$ cat config.mk
export PLATFORM = sky130hd
export DESIGN_NAME = umb_uart_ctrl
export DESIGN_NICKNAME = d
export VERILOG_FILES = /design/src/shared/umb_pkg.sv /design/src/hdl/umb_uart_ctrl.sv
export VERILOG_INCLUDE_DIRS = /design/src /design/src/shared
export SDC_FILE = /design/constraint.sdc
export NUM_CORES = 1
export LEC_CHECK = 0
export BUFFER_PORTS_ARGS = -buffer_cell sky130_fd_sc_hd__buf_2
export CAP_MARGIN = 20
export CORE_ASPECT_RATIO = 1.75
export CORE_UTILIZATION = 60
export CTS_CLUSTER_DIAMETER = 50
export DETAILED_ROUTE_END_ITERATION = 7
export PLACE_DENSITY = 0.83
export SETUP_SLACK_MARGIN = 0.05
export SYNTH_ARGS = -nofsm -noshare
export SYNTH_HDL_FRONTEND = slang
export SYNTH_SLANG_ARGS = --single-unit
$ cat constraint.sdc
create_clock -name clk -period 4.6 [get_ports clk]
set_input_delay 0.46 -clock clk [delete_from_list [all_inputs] [get_ports clk]]
set_output_delay 0.46 -clock clk [all_outputs]
set_load 0.02 [all_outputs]
$ cat src/shared/umb_uart_regs.svh
// register map, field positions and reset values of the serial unit controls
// What this block does
// - power bit low holds the unit in asynchronous reset and resets status, transmit and holding registers
// - power bit low makes the receive input read as constant high
// - clearing transmit or receive enable disables and synchronously resets that circuit
// - parity select: none, zero, odd or even for sending and checking
// - zero parity is never checked and never sets the parity error flag
// - character length bit selects seven or eight data bits both ways
// - stop length bit selects one or two stop bits when sending
// - receiver always checks exactly one stop bit after data and parity
// - status read or power bit low clears all error flags; receive enable low leaves them
// - completed reception with wrong parity sets the parity error flag
// - completed reception without a valid stop bit sets the framing error flag
// - reception completing while holding register is unread sets overrun, discards byte
// - base clock select picks timer output or peripheral clock over 2, 8, 32
// - five-bit counter divides the base clock by the divisor, 8 to 31
// - serial bit rate is the five-bit counter output divided by two
// - writing the transmit shift register starts a frame when transmit is enabled and idle
// - seven-bit characters land in bits 0 to 6, bit 7 reads zero
`ifndef UMB_UART_REGS_SVH
`define UMB_UART_REGS_SVH

// ==========================================================
// addresses
`define UMB_MODE_ADDR 16'hff70
`define UMB_BAUD_ADDR 16'hff71
`define UMB_STATUS_ADDR 16'hff73
`define UMB_TX_SHIFT_ADDR 16'hff74
`define UMB_RX_HOLD_ADDR 16'hff75

// ==========================================================
// reset values
`define UMB_MODE_RESET 8'h01
`define UMB_BAUD_RESET 8'h1f
`define UMB_STATUS_RESET 8'h00
`define UMB_DATA_RESET 8'hff

// ==========================================================
// mode register fields
`define UMB_POWER_BIT 7
`define UMB_TXE_BIT 6
`define UMB_RXE_BIT 5
`define UMB_PAR_HI 4
`define UMB_PAR_LO 3
`define UMB_CLEN_BIT 2
`define UMB_SLEN_BIT 1

// ==========================================================
// baud register fields and status bits
`define UMB_BCLK_HI 7
`define UMB_BCLK_LO 6
`define UMB_DIV_HI 4
`define UMB_DIV_LO 0
`define UMB_PE_BIT 2
`define UMB_FE_BIT 1
`define UMB_OVE_BIT 0

`endif

$ cat src/shared/umb_pkg.sv
// types shared by the serial unit control logic
package umb_pkg;
  typedef enum logic [2:0] {
    UMB_TX_IDLE = 3'b000,
    UMB_TX_START = 3'b001,
    UMB_TX_DATA = 3'b010,
    UMB_TX_PARITY = 3'b011,
    UMB_TX_STOP1 = 3'b100,
    UMB_TX_STOP2 = 3'b101,
    UMB_TX_DONE = 3'b110
  } umb_tx_state_type;
  typedef enum logic [1:0] {
    UMB_RX_IDLE = 2'b00,
    UMB_RX_DATA = 2'b01,
    UMB_RX_PARITY = 2'b10,
    UMB_RX_STOP = 2'b11
  } umb_rx_state_type;
  typedef enum logic [1:0] {
    UMB_PAR_NONE = 2'b00,
    UMB_PAR_ZERO = 2'b01,
    UMB_PAR_ODD = 2'b10,
    UMB_PAR_EVEN = 2'b11
  } umb_parity_type;
endpackage

$ cat src/hdl/umb_uart_ctrl.sv
// mode, error status and baud generation of the asynchronous serial unit
`timescale 1ns/1ps
`default_nettype none
`include "umb_uart_regs.svh"

module umb_uart_ctrl import umb_pkg::*; (
  input wire logic clk,
  input wire logic rst,
  input wire logic [15:0] cpu_addr,
  input wire logic cpu_wr,
  input wire logic cpu_rd,
  input wire logic [7:0] cpu_wdata,
  input wire logic serial_receive_pin,
  input wire logic aux_timer_output,
  output logic [7:0] cpu_rdata,
  output logic serial_transmit_pin,
  output logic rx_full
);

  // ==========================================================
  // cpu registers
  logic [7:0] mode;
  logic [7:0] baud;
  wire wr_mode = cpu_wr && (cpu_addr == `UMB_MODE_ADDR);
  wire wr_baud = cpu_wr && (cpu_addr == `UMB_BAUD_ADDR);
  wire wr_txs = cpu_wr && (cpu_addr == `UMB_TX_SHIFT_ADDR);
  wire rd_status = cpu_rd && (cpu_addr == `UMB_STATUS_ADDR);
  wire rd_hold = cpu_rd && (cpu_addr == `UMB_RX_HOLD_ADDR);

  // control registers live outside the power-gated unit
  always_ff @(posedge clk or posedge rst) begin
    if (rst) begin
      mode <= `UMB_MODE_RESET;
      baud <= `UMB_BAUD_RESET;
    end else begin
      if (wr_mode) mode <= cpu_wdata;
      if (wr_baud) baud <= cpu_wdata;
    end
  end

  // field decode
  wire unit_power_enable = mode[`UMB_POWER_BIT];
  wire tx_enable = mode[`UMB_TXE_BIT];
  wire rx_enable = mode[`UMB_RXE_BIT];
  wire [1:0] par_sel = mode[`UMB_PAR_HI:`UMB_PAR_LO];
  wire char_length_select = mode[`UMB_CLEN_BIT];
  wire stop_length_select = mode[`UMB_SLEN_BIT];
  wire [1:0] bclk_sel = baud[`UMB_BCLK_HI:`UMB_BCLK_LO];
  wire [4:0] baud_k = baud[`UMB_DIV_HI:`UMB_DIV_LO];
  wire [2:0] last_bit = char_length_select ? 3'h7 : 3'h6;
  wire par_on = (par_sel != UMB_PAR_NONE);
  wire par_check = par_sel[1];

  // power low holds the whole unit in asynchronous reset
  wire unit_rst = rst | ~unit_power_enable;

  // ==========================================================
  // pin synchronisers
  logic rx_meta;
  logic rx_sync;
  logic tmr_meta;
  logic tmr_sync;
  logic tmr_prev;
  always_ff @(posedge clk or posedge rst) begin
    if (rst) begin
      rx_meta <= 1'b1;
      rx_sync <= 1'b1;
      tmr_meta <= 1'b0;
      tmr_sync <= 1'b0;
      tmr_prev <= 1'b0;
    end else begin
      rx_meta <= serial_receive_pin;
      rx_sync <= rx_meta;
      tmr_meta <= aux_timer_output;
      tmr_sync <= tmr_meta;
      tmr_prev <= tmr_sync;
    end
  end

  // receive line forced high while the unit is off
  wire rx_line = unit_power_enable ? rx_sync : 1'b1;

  // ==========================================================
  // baud generator
  logic [4:0] pre_cnt;
  logic [4:0] div_cnt;
  logic half_ph;
  always_ff @(posedge clk or posedge unit_rst) begin
    if (unit_rst) pre_cnt <= 5'h00;
    else pre_cnt <= pre_cnt + 5'h01;
  end

  // base clock choice as a one-cycle enable
  wire tmr_rise = tmr_sync & ~tmr_prev;
  wire base_tick = (bclk_sel == 2'h0) ? tmr_rise :
                   (bclk_sel == 2'h1) ? (pre_cnt[0] == 1'b1) :
                   (bclk_sel == 2'h2) ? (pre_cnt[2:0] == 3'h7) :
                   (pre_cnt == 5'h1f);
  wire div_wrap = (div_cnt == baud_k - 5'h01);
  wire div_tick = base_tick && div_wrap;
  wire bit_tick = div_tick && half_ph;

  // k below 8 is not legal; k 1 to 7 wrap sooner, k 0 wraps after 32 counts
  always_ff @(posedge clk or posedge unit_rst) begin
    if (unit_rst) begin
      div_cnt <= 5'h00;
      half_ph <= 1'b0;
    end else if (base_tick) begin
      div_cnt <= div_wrap ? 5'h00 : div_cnt + 5'h01;
      if (div_wrap) half_ph <= ~half_ph;
    end
  end

  // ==========================================================
  // enables resampled on the base clock
  logic tx_en_s;
  logic rx_en_s;
  always_ff @(posedge clk or posedge unit_rst) begin
    if (unit_rst) begin
      tx_en_s <= 1'b0;
      rx_en_s <= 1'b0;
    end else if (base_tick) begin
      tx_en_s <= tx_enable;
      rx_en_s <= rx_enable;
    end
  end

  // ==========================================================
  // transmitter: state names the bit sent at the next bit tick
  umb_tx_state_type tx_state;
  logic [7:0] tx_shift_register;
  logic [2:0] tx_cnt;
  logic tx_par;
  wire [7:0] tx_mask = char_length_select ? cpu_wdata : {1'b0, cpu_wdata[6:0]};
  wire next_tx_par = (par_sel == UMB_PAR_ODD) ? ~^tx_mask :
                     (par_sel == UMB_PAR_EVEN) ? ^tx_mask : 1'b0;
  wire tx_load = wr_txs && tx_en_s && (tx_state == UMB_TX_IDLE);

  always_ff @(posedge clk or posedge unit_rst) begin
    if (unit_rst) begin
      tx_state <= UMB_TX_IDLE;
      tx_shift_register <= `UMB_DATA_RESET;
      tx_cnt <= 3'h0;
      tx_par <= 1'b0;
      serial_transmit_pin <= 1'b1;
    end else if (!tx_en_s) begin
      tx_state <= UMB_TX_IDLE;
      tx_shift_register <= `UMB_DATA_RESET;
      tx_cnt <= 3'h0;
      serial_transmit_pin <= 1'b1;
    end else if (tx_load) begin
      tx_state <= UMB_TX_START;
      tx_shift_register <= cpu_wdata;
      tx_par <= next_tx_par;
      tx_cnt <= 3'h0;
    end else if (bit_tick) begin
      case (tx_state)
        UMB_TX_START: begin
          serial_transmit_pin <= 1'b0;
          tx_state <= UMB_TX_DATA;
        end
        UMB_TX_DATA: begin
          serial_transmit_pin <= tx_shift_register[0];
          tx_shift_register <= {1'b1, tx_shift_register[7:1]};
          tx_cnt <= tx_cnt + 3'h1;
          if (tx_cnt == last_bit) tx_state <= par_on ? UMB_TX_PARITY : UMB_TX_STOP1;
        end
        UMB_TX_PARITY: begin
          serial_transmit_pin <= tx_par;
          tx_state <= UMB_TX_STOP1;
        end
        UMB_TX_STOP1: begin
          serial_transmit_pin <= 1'b1;
          tx_state <= stop_length_select ? UMB_TX_STOP2 : UMB_TX_DONE;
        end
        UMB_TX_STOP2: begin
          serial_transmit_pin <= 1'b1;
          tx_state <= UMB_TX_DONE;
        end
        UMB_TX_DONE: tx_state <= UMB_TX_IDLE;
        default: tx_state <= UMB_TX_IDLE;
      endcase
    end
  end

  // ==========================================================
  // receiver: samples every second half-bit tick after the start edge
  umb_rx_state_type rx_state;
  logic [7:0] rx_shift;
  logic [2:0] rx_cnt;
  logic rx_ph;
  logic rx_par;
  wire rx_sample = div_tick && rx_ph;
  wire rx_done = rx_sample && (rx_state == UMB_RX_STOP);
  // rx_par starts at the select's low bit, so a good frame leaves it at one for odd and even alike
  wire set_pe = rx_done && par_check && !rx_par;
  wire set_fe = rx_done && !rx_line;
  wire set_ov = rx_done && rx_full;

  always_ff @(posedge clk or posedge unit_rst) begin
    if (unit_rst) begin
      rx_state <= UMB_RX_IDLE;
      rx_shift <= 8'h00;
      rx_cnt <= 3'h0;
      rx_ph <= 1'b0;
      rx_par <= 1'b0;
    end else if (!rx_en_s) begin
      rx_state <= UMB_RX_IDLE;
      rx_cnt <= 3'h0;
      rx_ph <= 1'b0;
    end else if (div_tick) begin
      rx_ph <= ~rx_ph;
      case (rx_state)
        UMB_RX_IDLE: begin
          rx_ph <= 1'b0;
          rx_cnt <= 3'h0;
          rx_par <= par_sel[0];
          rx_shift <= 8'h00;
          if (!rx_line) rx_state <= UMB_RX_DATA;
        end
        UMB_RX_DATA: if (rx_ph) begin
          rx_shift[rx_cnt] <= rx_line;
          rx_par <= rx_par ^ rx_line;
          rx_cnt <= rx_cnt + 3'h1;
          if (rx_cnt == last_bit) rx_state <= par_on ? UMB_RX_PARITY : UMB_RX_STOP;
        end
        UMB_RX_PARITY: if (rx_ph) begin
          rx_par <= rx_par ^ rx_line;
          rx_state <= UMB_RX_STOP;
        end
        UMB_RX_STOP: if (rx_ph) rx_state <= UMB_RX_IDLE;
        default: rx_state <= UMB_RX_IDLE;
      endcase
    end
  end

  // ==========================================================
  // holding register and error flags
  logic [7:0] rx_holding_register;
  logic [2:0] err;
  always_ff @(posedge clk or posedge unit_rst) begin
    if (unit_rst) begin
      rx_holding_register <= `UMB_DATA_RESET;
      rx_full <= 1'b0;
    end else if (rx_done && !rx_full) begin
      rx_holding_register <= rx_shift;
      rx_full <= 1'b1;
    end else if (rd_hold) begin
      rx_full <= 1'b0;
    end
  end

  // a new error in the cycle of a status read survives the read
  always_ff @(posedge clk or posedge unit_rst) begin
    if (unit_rst) err <= 3'h0;
    else err <= (err & {3{~rd_status}}) | {set_pe, set_fe, set_ov};
  end

  // ==========================================================
  // read data, one cycle after the strobe; unmapped reads zero
  wire [7:0] status_word = {5'h00, err};
  wire [7:0] next_rdata = !cpu_rd ? cpu_rdata :
                          (cpu_addr == `UMB_MODE_ADDR) ? mode :
                          (cpu_addr == `UMB_BAUD_ADDR) ? {baud[7:6], 1'b0, baud[4:0]} :
                          (cpu_addr == `UMB_STATUS_ADDR) ? status_word :
                          (cpu_addr == `UMB_RX_HOLD_ADDR) ? rx_holding_register : 8'h00;
  always_ff @(posedge clk or posedge rst) begin
    if (rst) cpu_rdata <= 8'h00;
    else cpu_rdata <= next_rdata;
  end
endmodule // umb_uart_ctrl
`default_nettype wire

==> results of run 1 <==
==> power by group through the flow <==
stage | sequential [W] | clock, W | combinational [W]
3_5_place_dp | 0.000800 | 0 | 0.000109
3_3_place_gp | 0.000799 | 0 | 0.000105
4_1_cts | 0.000788 | 0.000778 | 0.000111
2_1_floorplan | 0.000790 | 0 | 0.0000757
5_1_grt | 0.000792 | 0.000816 | 0.000127
6_report | 0.000789 | 0.000776 | 0.000115
==> logic make-up after synthesis <==
logic type	Yosys count	synth area share
AOI/OAI and AO/OA	89	0.129
xor gates and xnor gates	18	0.0356
adders and majority gates	14	0.0396
buffers and inverters	45	0.0387
DFF	84	0.482
muxes	45	0.110
and+or+nand+nor	144	0.166
==> worst max-delay path, delay by kind of cell (launching register included) <==
kind,cells,cell delay (ns)
adder cells (fa/ha/maj),1,0.22
flip-flops,1,0.56
AO/OA/AOI/OAI,2,0.41
AND/OR/NAND/NOR,4,1.62
buffers and inverters,2,0.28
==> cell type report <==
| type | count | area (um^2) | share of cell area |
|---|---|---|---|
| clock inverters | 5 | 83.8 | 0.0167 |
| repair buffers | 43 | 245 | 0.0489 |
| clock buffers | 11 | 233 | 0.0464 |
| well taps | 86 | 108 | 0.0214 |
| multi-input cells | 310 | 2130 | 0.424 |
| flip-flops and latches | 84 | 2130 | 0.425 |
| inverters | 23 | 86.3 | 0.0172 |
==> worst paths after layout <==
path | start | to | slack, ns | cells past startpoint
min in group asynchronous | rst | cpu_rdata[7] | 0.22 | 2
hold reg to reg | tmr_meta | tmr_sync | 0.35 | 0
setup / recovery | baud[0] | tx_cnt[2] | 1.43 | 9
max in group asynchronous | mode[7] | rx_cnt[2] | 3.52 | 2
hold / removal | serial_receive_pin | rx_meta | 0.21 | 1
setup reg to reg | baud[0] | tx_cnt[2] | 1.43 | 9
==> flip-flops by register name (all words and copies together), names as in the netlist, 2 cells and up <==
register,flops
tx_state,3
tx_shift_register,8
tx_cnt,3
div_cnt,5
rx_holding_register,8
err,3
pre_cnt,5
cpu_rdata,8
mode,8
rx_cnt,3
rx_shift,8
rx_state,2
baud,7
==> metal layers <==
metal	GRT usage	vias up	routed length [um]
met1	0.328	1720	3950
met2	0.531	148	5800
met3	0.0719	59	543
li1	-	1617	-
met5	0	-	0
met4	0.221	0	694
==> cells in the mapped netlist, types with 2 or more instances <==
cell type / count
dfstp_2: 25
and3_1: 5
nor2_1: 24
nor2b_1: 5
a22o_1: 11
o31ai_1: 2
dfrtp_1: 59
nand3_1: 21
o2bb2ai_1: 4
or3_1: 3
and2_1: 4
nor4bb_1: 2
xnor2_1: 14
a221oi_1: 3
o21ai_0: 26
mux2i_1: 15
a21oi_1: 25
and4_1: 3
buf_2: 2
nor3_1: 7
ha_1: 14
nand2_1: 50
or2_2: 2
nor4_1: 2
o211ai_1: 3
xor2_1: 4
nor3b_1: 2
nand4_1: 3
mux2_2: 30
nand3b_1: 2
inv_1: 23
a211oi_1: 2
clkbuf_1: 19
o22ai_1: 4
==> per-stage QoR <==
stage / hold slack (ns) / instances / area [um^2]
2_1_floorplan: 0.331 / 439 / 4430
3_3_place_gp: 0.339 / 545 / 4680
3_5_place_dp: 0.337 / 545 / 4680
4_1_cts: 0.206 / 561 / 4990
5_1_grt: 0.206 / 562 / 5020
6_report: 0.211 / 562 / 5020
==> summary.md, run 1 <==
| Metric | Value |
|---|---|
| Peak supply drop | `between 200 and 250 uV` |
| Cts repair resizes | `0` |
| Synth Register Bits | `84` |
| Utilization after layout | `0.699` |
| Setup crit start kind | `flip-flop` |
| Hold buffers post-CTS | `0` |
| Clk_lat worst skew | `about 0.34 ns` |
| Commonest non-fill, non-tap cell in the layout | `dfrtp_1` |
| Die ar. | `7740 um^2` |
| Tcrit/Tclk final | `0.689` |
| Slew @ Worst Pin | `about 0.78 ns` |
| Slowest cell on the critical path | `nand4_1` |
| DR iter-0 viols | `310` |
| RSZ-0062 raised after global routing | `no` |
| Minimum clock period | `3.17 ns` |
| Skew final | `0.00658 ns` |
| Post-Syn Instances | `439` |
| Status | `finished clean` |
| Drt wl/cell | `19.6 um` |
| Synth warnings | `0` |
| Cell area after synthesis | `4430 um^2` |
| Pre-CTS WS | `between 1 and 1.5 ns` |
| Worst Setup Path Type | `flip-flop to flip-flop` |
| Post-DP HPWL | `7690 um` |
| Critical Path Sink Type | `flip-flop` |
| Syn-to-layout area delta | `13.4%` |
| Largest net degree at the start of global routing | `between 50 and 60` |
| Synth cell types | `53` |
| Hold crit path type | `primary input to flip-flop` |
| Most used cell along the critical path | `or3_1` |
| DR DRC count | `0` |
| Crit path max fanout | `13` |
| Share of layout cells above drive strength 1 | `0.252` |
| Vias in the first global route | `3553` |
| Peak Freq | `about 320 MHz` |
| Ports | `40` |
| Max-Cap Viols | `0` |
| Worst path max stage delay | `0.58 ns` |
| Setup ws final | `about 1.4 ns` |
| First-pass GRT wire length | `about 17000 um` |
| NetSw | `~0.00039 W` |
| Sequential group share of total power | `0.470` |
| EDFF count, synth | `0` |
| Clk pwr share | `0.462` |
| Mean Syn Cell Area | `10.1 um^2` |
| Vias per cell | `6.31` |
| Leading area contributor after synthesis | `dfrtp_1` |
| Final wirelength | `11000 um` |
| CTS Root Cell | `clkbuf_16` |
| Starting Density | `0.617` |
| CTS tree | `yes` |
| Iteration count of the initial detailed-routing pass | `6` |
| Power Internal | `between 0.001 and 0.0015 W` |
| Global router's overall resource usage | `0.311` |
| Placer Congestion | `0.905` |
| Clock Sinks | `84` |
| Setup repair bufs after CTS | `0` |
| Buffers on Ports | `39` |
| Share of the synthesized area in the top cell type | `0.333` |
| Most frequent cells in the layout | `59 x dfrtp_1, 50 x nand2_1, 39 x buf_2` |
| TNS Setup | `0 ns` |
| # setup viols final | `0` |
| Total chip power | `around 0.0017 W` |
| Ranking of synthesized cells by area | `dfrtp_1 33%, dfstp_2 15%, mux2_2 7.6%, nand2_1 4.2%, ha_1 4.0%` |
| Ys async rst share | `1.00` |
| Clock Pin Slew Worst Setup and Hold Paths | `0.06 ns` |
| Sequential cell area fraction in the yosys report | `0.482` |
| Leak | `~2.2 nW` |
| CP arrival | `3.43 ns` |
| Syn Nets | `483` |
| Final #Nets | `515` |
| Total CTS buffers | `9` |
| Max-slew violations | `0` |
| Via count | `3544` |
| CP cell instances | `inv_1 -> ha_1 -> nor2b_1 -> or3_1 -> a311oi_2 -> buf_4 -> nand4_1 -> or3_1 -> a21oi_1` |
| Initial antenna violation count | `0` |
| Slew Limit Headroom | `0.477` |
| Dominant synthesized flop cell | `dfrtp_1` |
| Final count of hold timing violations | `0` |
| Die Height | `about 120 um` |
| Fillers | `524` |
| Total grt overflow | `0` |
| Bufs on Longest Clock Path | `2` |
| Post-route ant nets | `0` |
| ANT cells | `0` |
| H-tree levels | `3` |
| Die width | `66.9 um` |
| Number of core rows | `41` |
| Switch share | `0.232` |
| Core area | `just over 7000 um^2` |
| Logic gate share of total power | `0.069` |
| Pwr/cell area | `between 300 and 400 nW/um^2` |
| Data required, critical path | `4.86 ns` |
(Power assumes the default switching activity.)
==> run 2, diff against run 1 <==
- clock period: 4.6 -> 3 ns (I/O delays scaled with it)
==> summary.md, run 2 (synthesized netlist as in run 1, its figures left out) <==
| Metric | Value |
|---|---|
| Pwr/cell area | `506 nW/um^2` |
| Setup crit start kind | `flip-flop` |
| H-tree levels | `3` |
| ANT cells | `0` |
| Total chip power | `0.00257 W` |
| TNS Setup | `0 ns` |
| CP cell instances | `inv_1 -> ha_1 -> nor2b_1 -> or3_1 -> a311oi_2 -> nand2_2 -> nor3_4 -> mux2_2` |
| WP buf/inv | `1` |
| Buffers on Ports | `39` |
| Initial antenna violation count | `0` |
| Design area | `between 5000 and 6000 um^2` |
| Status | `finished clean` |
| Die Height | `116 um` |
| Vias in the first global route | `around 3600` |
| RSZ-0062 raised after global routing | `no` |
| Setup repair bufs after CTS | `0` |
| Final count of hold timing violations | `0` |
| Register area | `about 2100 um^2` |
| # setup viols final | `0` |
| Slew Limit Headroom | `0.460` |
| Top cell family by delay on the critical path | `simple AND/OR/NAND/NOR gates` |
| Skew final | `between 0.009 and 0.01 ns` |
| Fin cells | `569` |
| Bufs on Longest Clock Path | `2` |
| Most frequent cells in the layout | `59 x dfrtp_1, 50 x nand2_1, 39 x buf_2` |
| CP arrival | `3.09 ns` |
| Peak Freq | `355 MHz` |
| Die width | `66.9 um` |
| Placer Congestion | `a little under 1` |
| DP Cell Count | `approximately 550` |
| Data required, critical path | `3.27 ns` |
| Commonest non-fill, non-tap cell in the layout | `dfrtp_1` |
| Clock Sinks | `84` |
| Number of core rows | `just over 40` |
| Crit path max fanout | `9` |
| Max-slew violations | `0` |
| Slowest cell on the critical path | `dfstp_2` |
| First-pass GRT wire length | `18000 um` |
| Footprint of the multi-input gates | `approximately 2100 um^2` |
| Syn-to-layout area delta | `14.7%` |
| Total grt overflow | `0` |
| Fillers | `roughly 530` |
| Post-route ant nets | `0` |
| Critical Path Sink Type | `flip-flop` |
| CTS tree | `yes` |
| Peak supply drop | `360 uV` |
| CTS Root Cell | `clkbuf_16` |
| Clk_lat worst skew | `0.35 ns` |
| Total CTS buffers | `9` |
| Minimum clock period | `2.82 ns` |
| Ports | `40` |
| Hold crit path type | `primary input to flip-flop` |
| Final wirelength | `11200 um` |
| Worst Setup Path Type | `flip-flop to flip-flop` |
| Worst path max stage delay | `0.56 ns` |
| DR DRC count | `0` |
| Tcrit/Tclk final | `0.939` |
| Core area | `7180 um^2` |
| Starting Density | `0.617` |
| Post-DP HPWL | `~8000 um` |
| Share of layout cells above drive strength 1 | `0.259` |
| Largest net degree at the start of global routing | `between 50 and 60` |
| Placed Area | `4720 um^2` |
| Global router's overall resource usage | `0.323` |
| Clock Pin Slew Worst Setup and Hold Paths | `~0.060 ns` |
| Max-Cap Viols | `0` |
| Via count | `3629` |
| Die ar. | `7740 um^2` |
| DR iter-0 viols | `275` |
| Iteration count of the initial detailed-routing pass | `5` |
| Final #Nets | `522` |
| Slew @ Worst Pin | `~0.8 ns` |
| Drt wl/cell | `19.6 um` |
| Leak | `approximately 2.3 nW` |
| Vias per cell | `around 6.4` |
[run 2: area by class of cell]
class	instances	area share
timing repair buffer	50	0.0591
clock inverter	4	0.0145
tap	86	0.0212
multi-input combinational	310	0.421
sequential	84	0.420
inverter	23	0.0170
clock buffer	12	0.0466
[run 2: routing by layer]
metal | vias up | track usage | routed length [um]
met4 | 0 | 0.226 | 630
met2 | 161 | 0.543 | 6020
met1 | 1788 | 0.344 | 3980
met3 | 47 | 0.0817 | 539
met5 | - | 0 | 0
li1 | 1633 | - | -
[run 2: repair_timing]
| item | 4_1_cts | 5_1_grt |
|---|---|---|
| endpoints found under the setup margin | 0 | 3 |
| endpoints found under the hold margin | 0 | 5 |
| gates resized for setup | 0 | 1 |
| hold buffers | 0 | 1 |
[run 2: path summary, 6_finish.rpt]
path	to	slack, ns	cells past startpoint	from
worst max register to register	rx_holding_register[0]	0.18	8	baud[0]
worst min register to register	tmr_sync	0.35	0	tmr_meta
min in group asynchronous	cpu_rdata[1]	0.51	3	rst
max in group asynchronous	tx_cnt[2]	1.73	4	rst
worst max-delay path	rx_holding_register[0]	0.18	8	baud[0]
worst min-delay path	rx_meta	0.05	1	serial_receive_pin
[run 2: power breakdown]
group          switching (W)  internal, W  total (W)  leakage (nW)
sequential         0.0000452      0.00117    0.00121          1.05
combinational      0.0000988    0.0000833   0.000182          1.06
clock               0.000446     0.000730    0.00118         0.151
[run 2: through the flow]
stage	utilization	hold slack, ns	worst slack [ns]
floorplan	-	0.304	0.408
global placement	0.657	0.340	0.321
detailed placement	0.657	0.336	0.228
CTS	0.701	0.0452	0.200
global route	0.707	0.0536	0.0762
finish	0.707	0.0542	0.184
==> run 3, diff against run 2 <==
- clock period: 3 -> 2.84 ns (I/O delays scaled with it)
==> summary.md, run 3 (synthesized netlist as in run 1, its figures left out) <==
| Metric | Value |
|---|---|
| Status | `finished clean` |
| # setup viols final | `0` |
| Slowest cell on the critical path | `dfstp_2` |
| Peak supply drop | `417 uV` |
| CTS tree | `yes` |
| H-tree levels | `3` |
| Data required, critical path | `3.11 ns` |
| Clk_lat worst skew | `0.35 ns` |
| Leak | `2.27 nW` |
| TNS Setup | `0 ns` |
| Final #Nets | `525` |
| Tcrit/Tclk final | `0.948` |
| Post-route ant nets | `0` |
| Post-DP HPWL | `roughly 7900 um` |
| Top cell family by delay on the critical path | `simple AND/OR/NAND/NOR gates` |
| Final wirelength | `10900 um` |
| DR iter-0 viols | `roughly 260` |
| Most frequent cells in the layout | `59 x dfrtp_1, 50 x nand2_1, 39 x buf_2` |
| Slew Limit Headroom | `0.441` |
| Starting Density | `0.617` |
| Critical Path Sink Type | `flip-flop` |
| Via count | `3566` |
| Total CTS buffers | `9` |
| Hold depth | `1` |
| End of the worst register-to-register path | `rx_holding_register[3]` |
| Core area | `roughly 7000 um^2` |
| Iteration count of the initial detailed-routing pass | `4` |
| Reg2reg setup slack | `between 0.1 and 0.15 ns` |
| Global router's overall resource usage | `0.315` |
| Design area | `a little over 5000 um^2` |
| Crit path max fanout | `11` |
| Placed Area | `4720 um^2` |
| WP buf/inv | `3` |
| Clock Pin Slew Worst Setup and Hold Paths | `0.07 ns` |
| Reg2reg start | `baud[0]` |
| Vias in the first global route | `approximately 3700` |
| Minimum clock period | `2.69 ns` |
| Hold Path Origin | `serial_receive_pin` |
| Syn-to-layout area delta | `15.0%` |
| Worst Setup Path Type | `flip-flop to flip-flop` |
| Worst R2R Path Depth | `10` |
| DP Cell Count | `551` |
| Hold Path Sink | `rx_meta` |
| Drt wl/cell | `~19 um` |
| Max-Cap Viols | `0` |
| Hold crit path type | `primary input to flip-flop` |
| Ports | `40` |
| Die Height | `116 um` |
| Worst path max stage delay | `0.57 ns` |
| CTS Root Cell | `clkbuf_16` |
| Die width | `66.9 um` |
| Share of layout cells above drive strength 1 | `0.270` |
| First-pass GRT wire length | `17700 um` |
| Clock Sinks | `84` |
| Max-slew violations | `0` |
| Total grt overflow | `0` |
| Skew final | `0.00799 ns` |
| ANT cells | `0` |
| CP cell instances | `inv_1 -> ha_1 -> nor2b_1 -> or3_1 -> a311oi_2 -> buf_4 -> nand2_2 -> nor3_4 -> buf_12 -> mux2_2` |
| Peak Freq | `372 MHz` |
| Bufs on Longest Clock Path | `2` |
| Number of core rows | `41` |
| Commonest non-fill, non-tap cell in the layout | `dfrtp_1` |
| Largest net degree at the start of global routing | `57` |
| Placer Congestion | `between 0.8 and 0.9` |
| Slew @ Worst Pin | `0.831 ns` |
| Die ar. | `7740 um^2` |
| Vias per cell | `6.23` |
| Final count of hold timing violations | `0` |
| Fin cells | `572` |
| Pwr/cell area | `slightly above 500 nW/um^2` |
| DR DRC count | `0` |
| RSZ-0062 raised after global routing | `yes` |
| Buffers on Ports | `39` |
| CP arrival | `2.96 ns` |
| Initial antenna violation count | `0` |
| Setup crit start kind | `flip-flop` |
-- run 3: cell types whose count changed in the layout (fill, tap and decap cells not counted), moves of 2 or more --
| cell | previous run | this run |
|---|---|---|
| clkinvlp_4 | 0 | 2 |
| bufinv_16 | 2 | 0 |
| inv_6 | 0 | 3 |
| clkbuf_1 | 3 | 0 |
-- run 3: power by group --
group          internal, W  switching (W)
registers          0.00123      0.0000429
clock network     0.000624       0.000502
logic            0.0000943       0.000102
total              0.00195       0.000646
-- run 3: per-layer routing --
| layer | track usage | share of wire | vias to the layer above |
|---|---|---|---|
| li1 | - | - | 1635 |
| met2 | 0.537 | 0.54 | 128 |
| met1 | 0.320 | 0.35 | 1749 |
| met3 | 0.0886 | 0.051 | 54 |
| met4 | 0.226 | 0.064 | 0 |
| met5 | 0 | 0 | - |
-- run 3: area by class of cell --
| cell class | instances | area (um^2) |
|---|---|---|
| inverter | 23 | 86.3 |
| tap | 86 | 108 |
| multi-input combinational | 310 | 2140 |
| sequential | 84 | 2130 |
| fill | 513 | 2090 |
| clock buffer | 10 | 239 |
| timing repair buffer | 53 | 339 |
| clock inverter | 6 | 46.3 |
-- run 3: per-stage QoR --
stage / hold slack (ns) / power, W / util / setup WS [ns]
2_1_floorplan: 0.288 / 0.00140 / - / 0.248
3_5_place_dp: 0.336 / 0.00147 / 0.657 / 0.0679
3_3_place_gp: 0.336 / 0.00147 / 0.657 / 0.158
4_1_cts: 0.0336 / 0.00259 / 0.697 / 0.0708
5_1_grt: 0.0326 / 0.00269 / 0.709 / 0.0508
6_report: 0.0352 / 0.00260 / 0.709 / 0.149
-- run 3: what timing repair did --
action / CTS / global route
hold endpoints to repair: 0 / 5
resized for setup: 0 / 2
hold buffers: 0 / 1
endpoints found under the setup margin: 6 / 18
pin swaps: 1 / 2
buffers inserted: 0 / 3
-- run 3: worst max-delay path by stage --
| stage | cells past startpoint | from | endpoint | slack [ns] |
|---|---|---|---|---|
| 2_1_floorplan | 8 | baud[0] | rx_holding_register[0] | 0.25 |
| 3_3_place_gp | 9 | baud[0] | rx_holding_register[7] | 0.16 |
| 3_5_place_dp | 9 | baud[0] | rx_holding_register[3] | 0.07 |
| 4_1_cts | 10 | baud[0] | rx_shift[4] | 0.07 |
| 5_1_grt | 10 | baud[0] | rx_holding_register[7] | 0.05 |
| 6_report | 10 | baud[0] | rx_holding_register[3] | 0.15 |
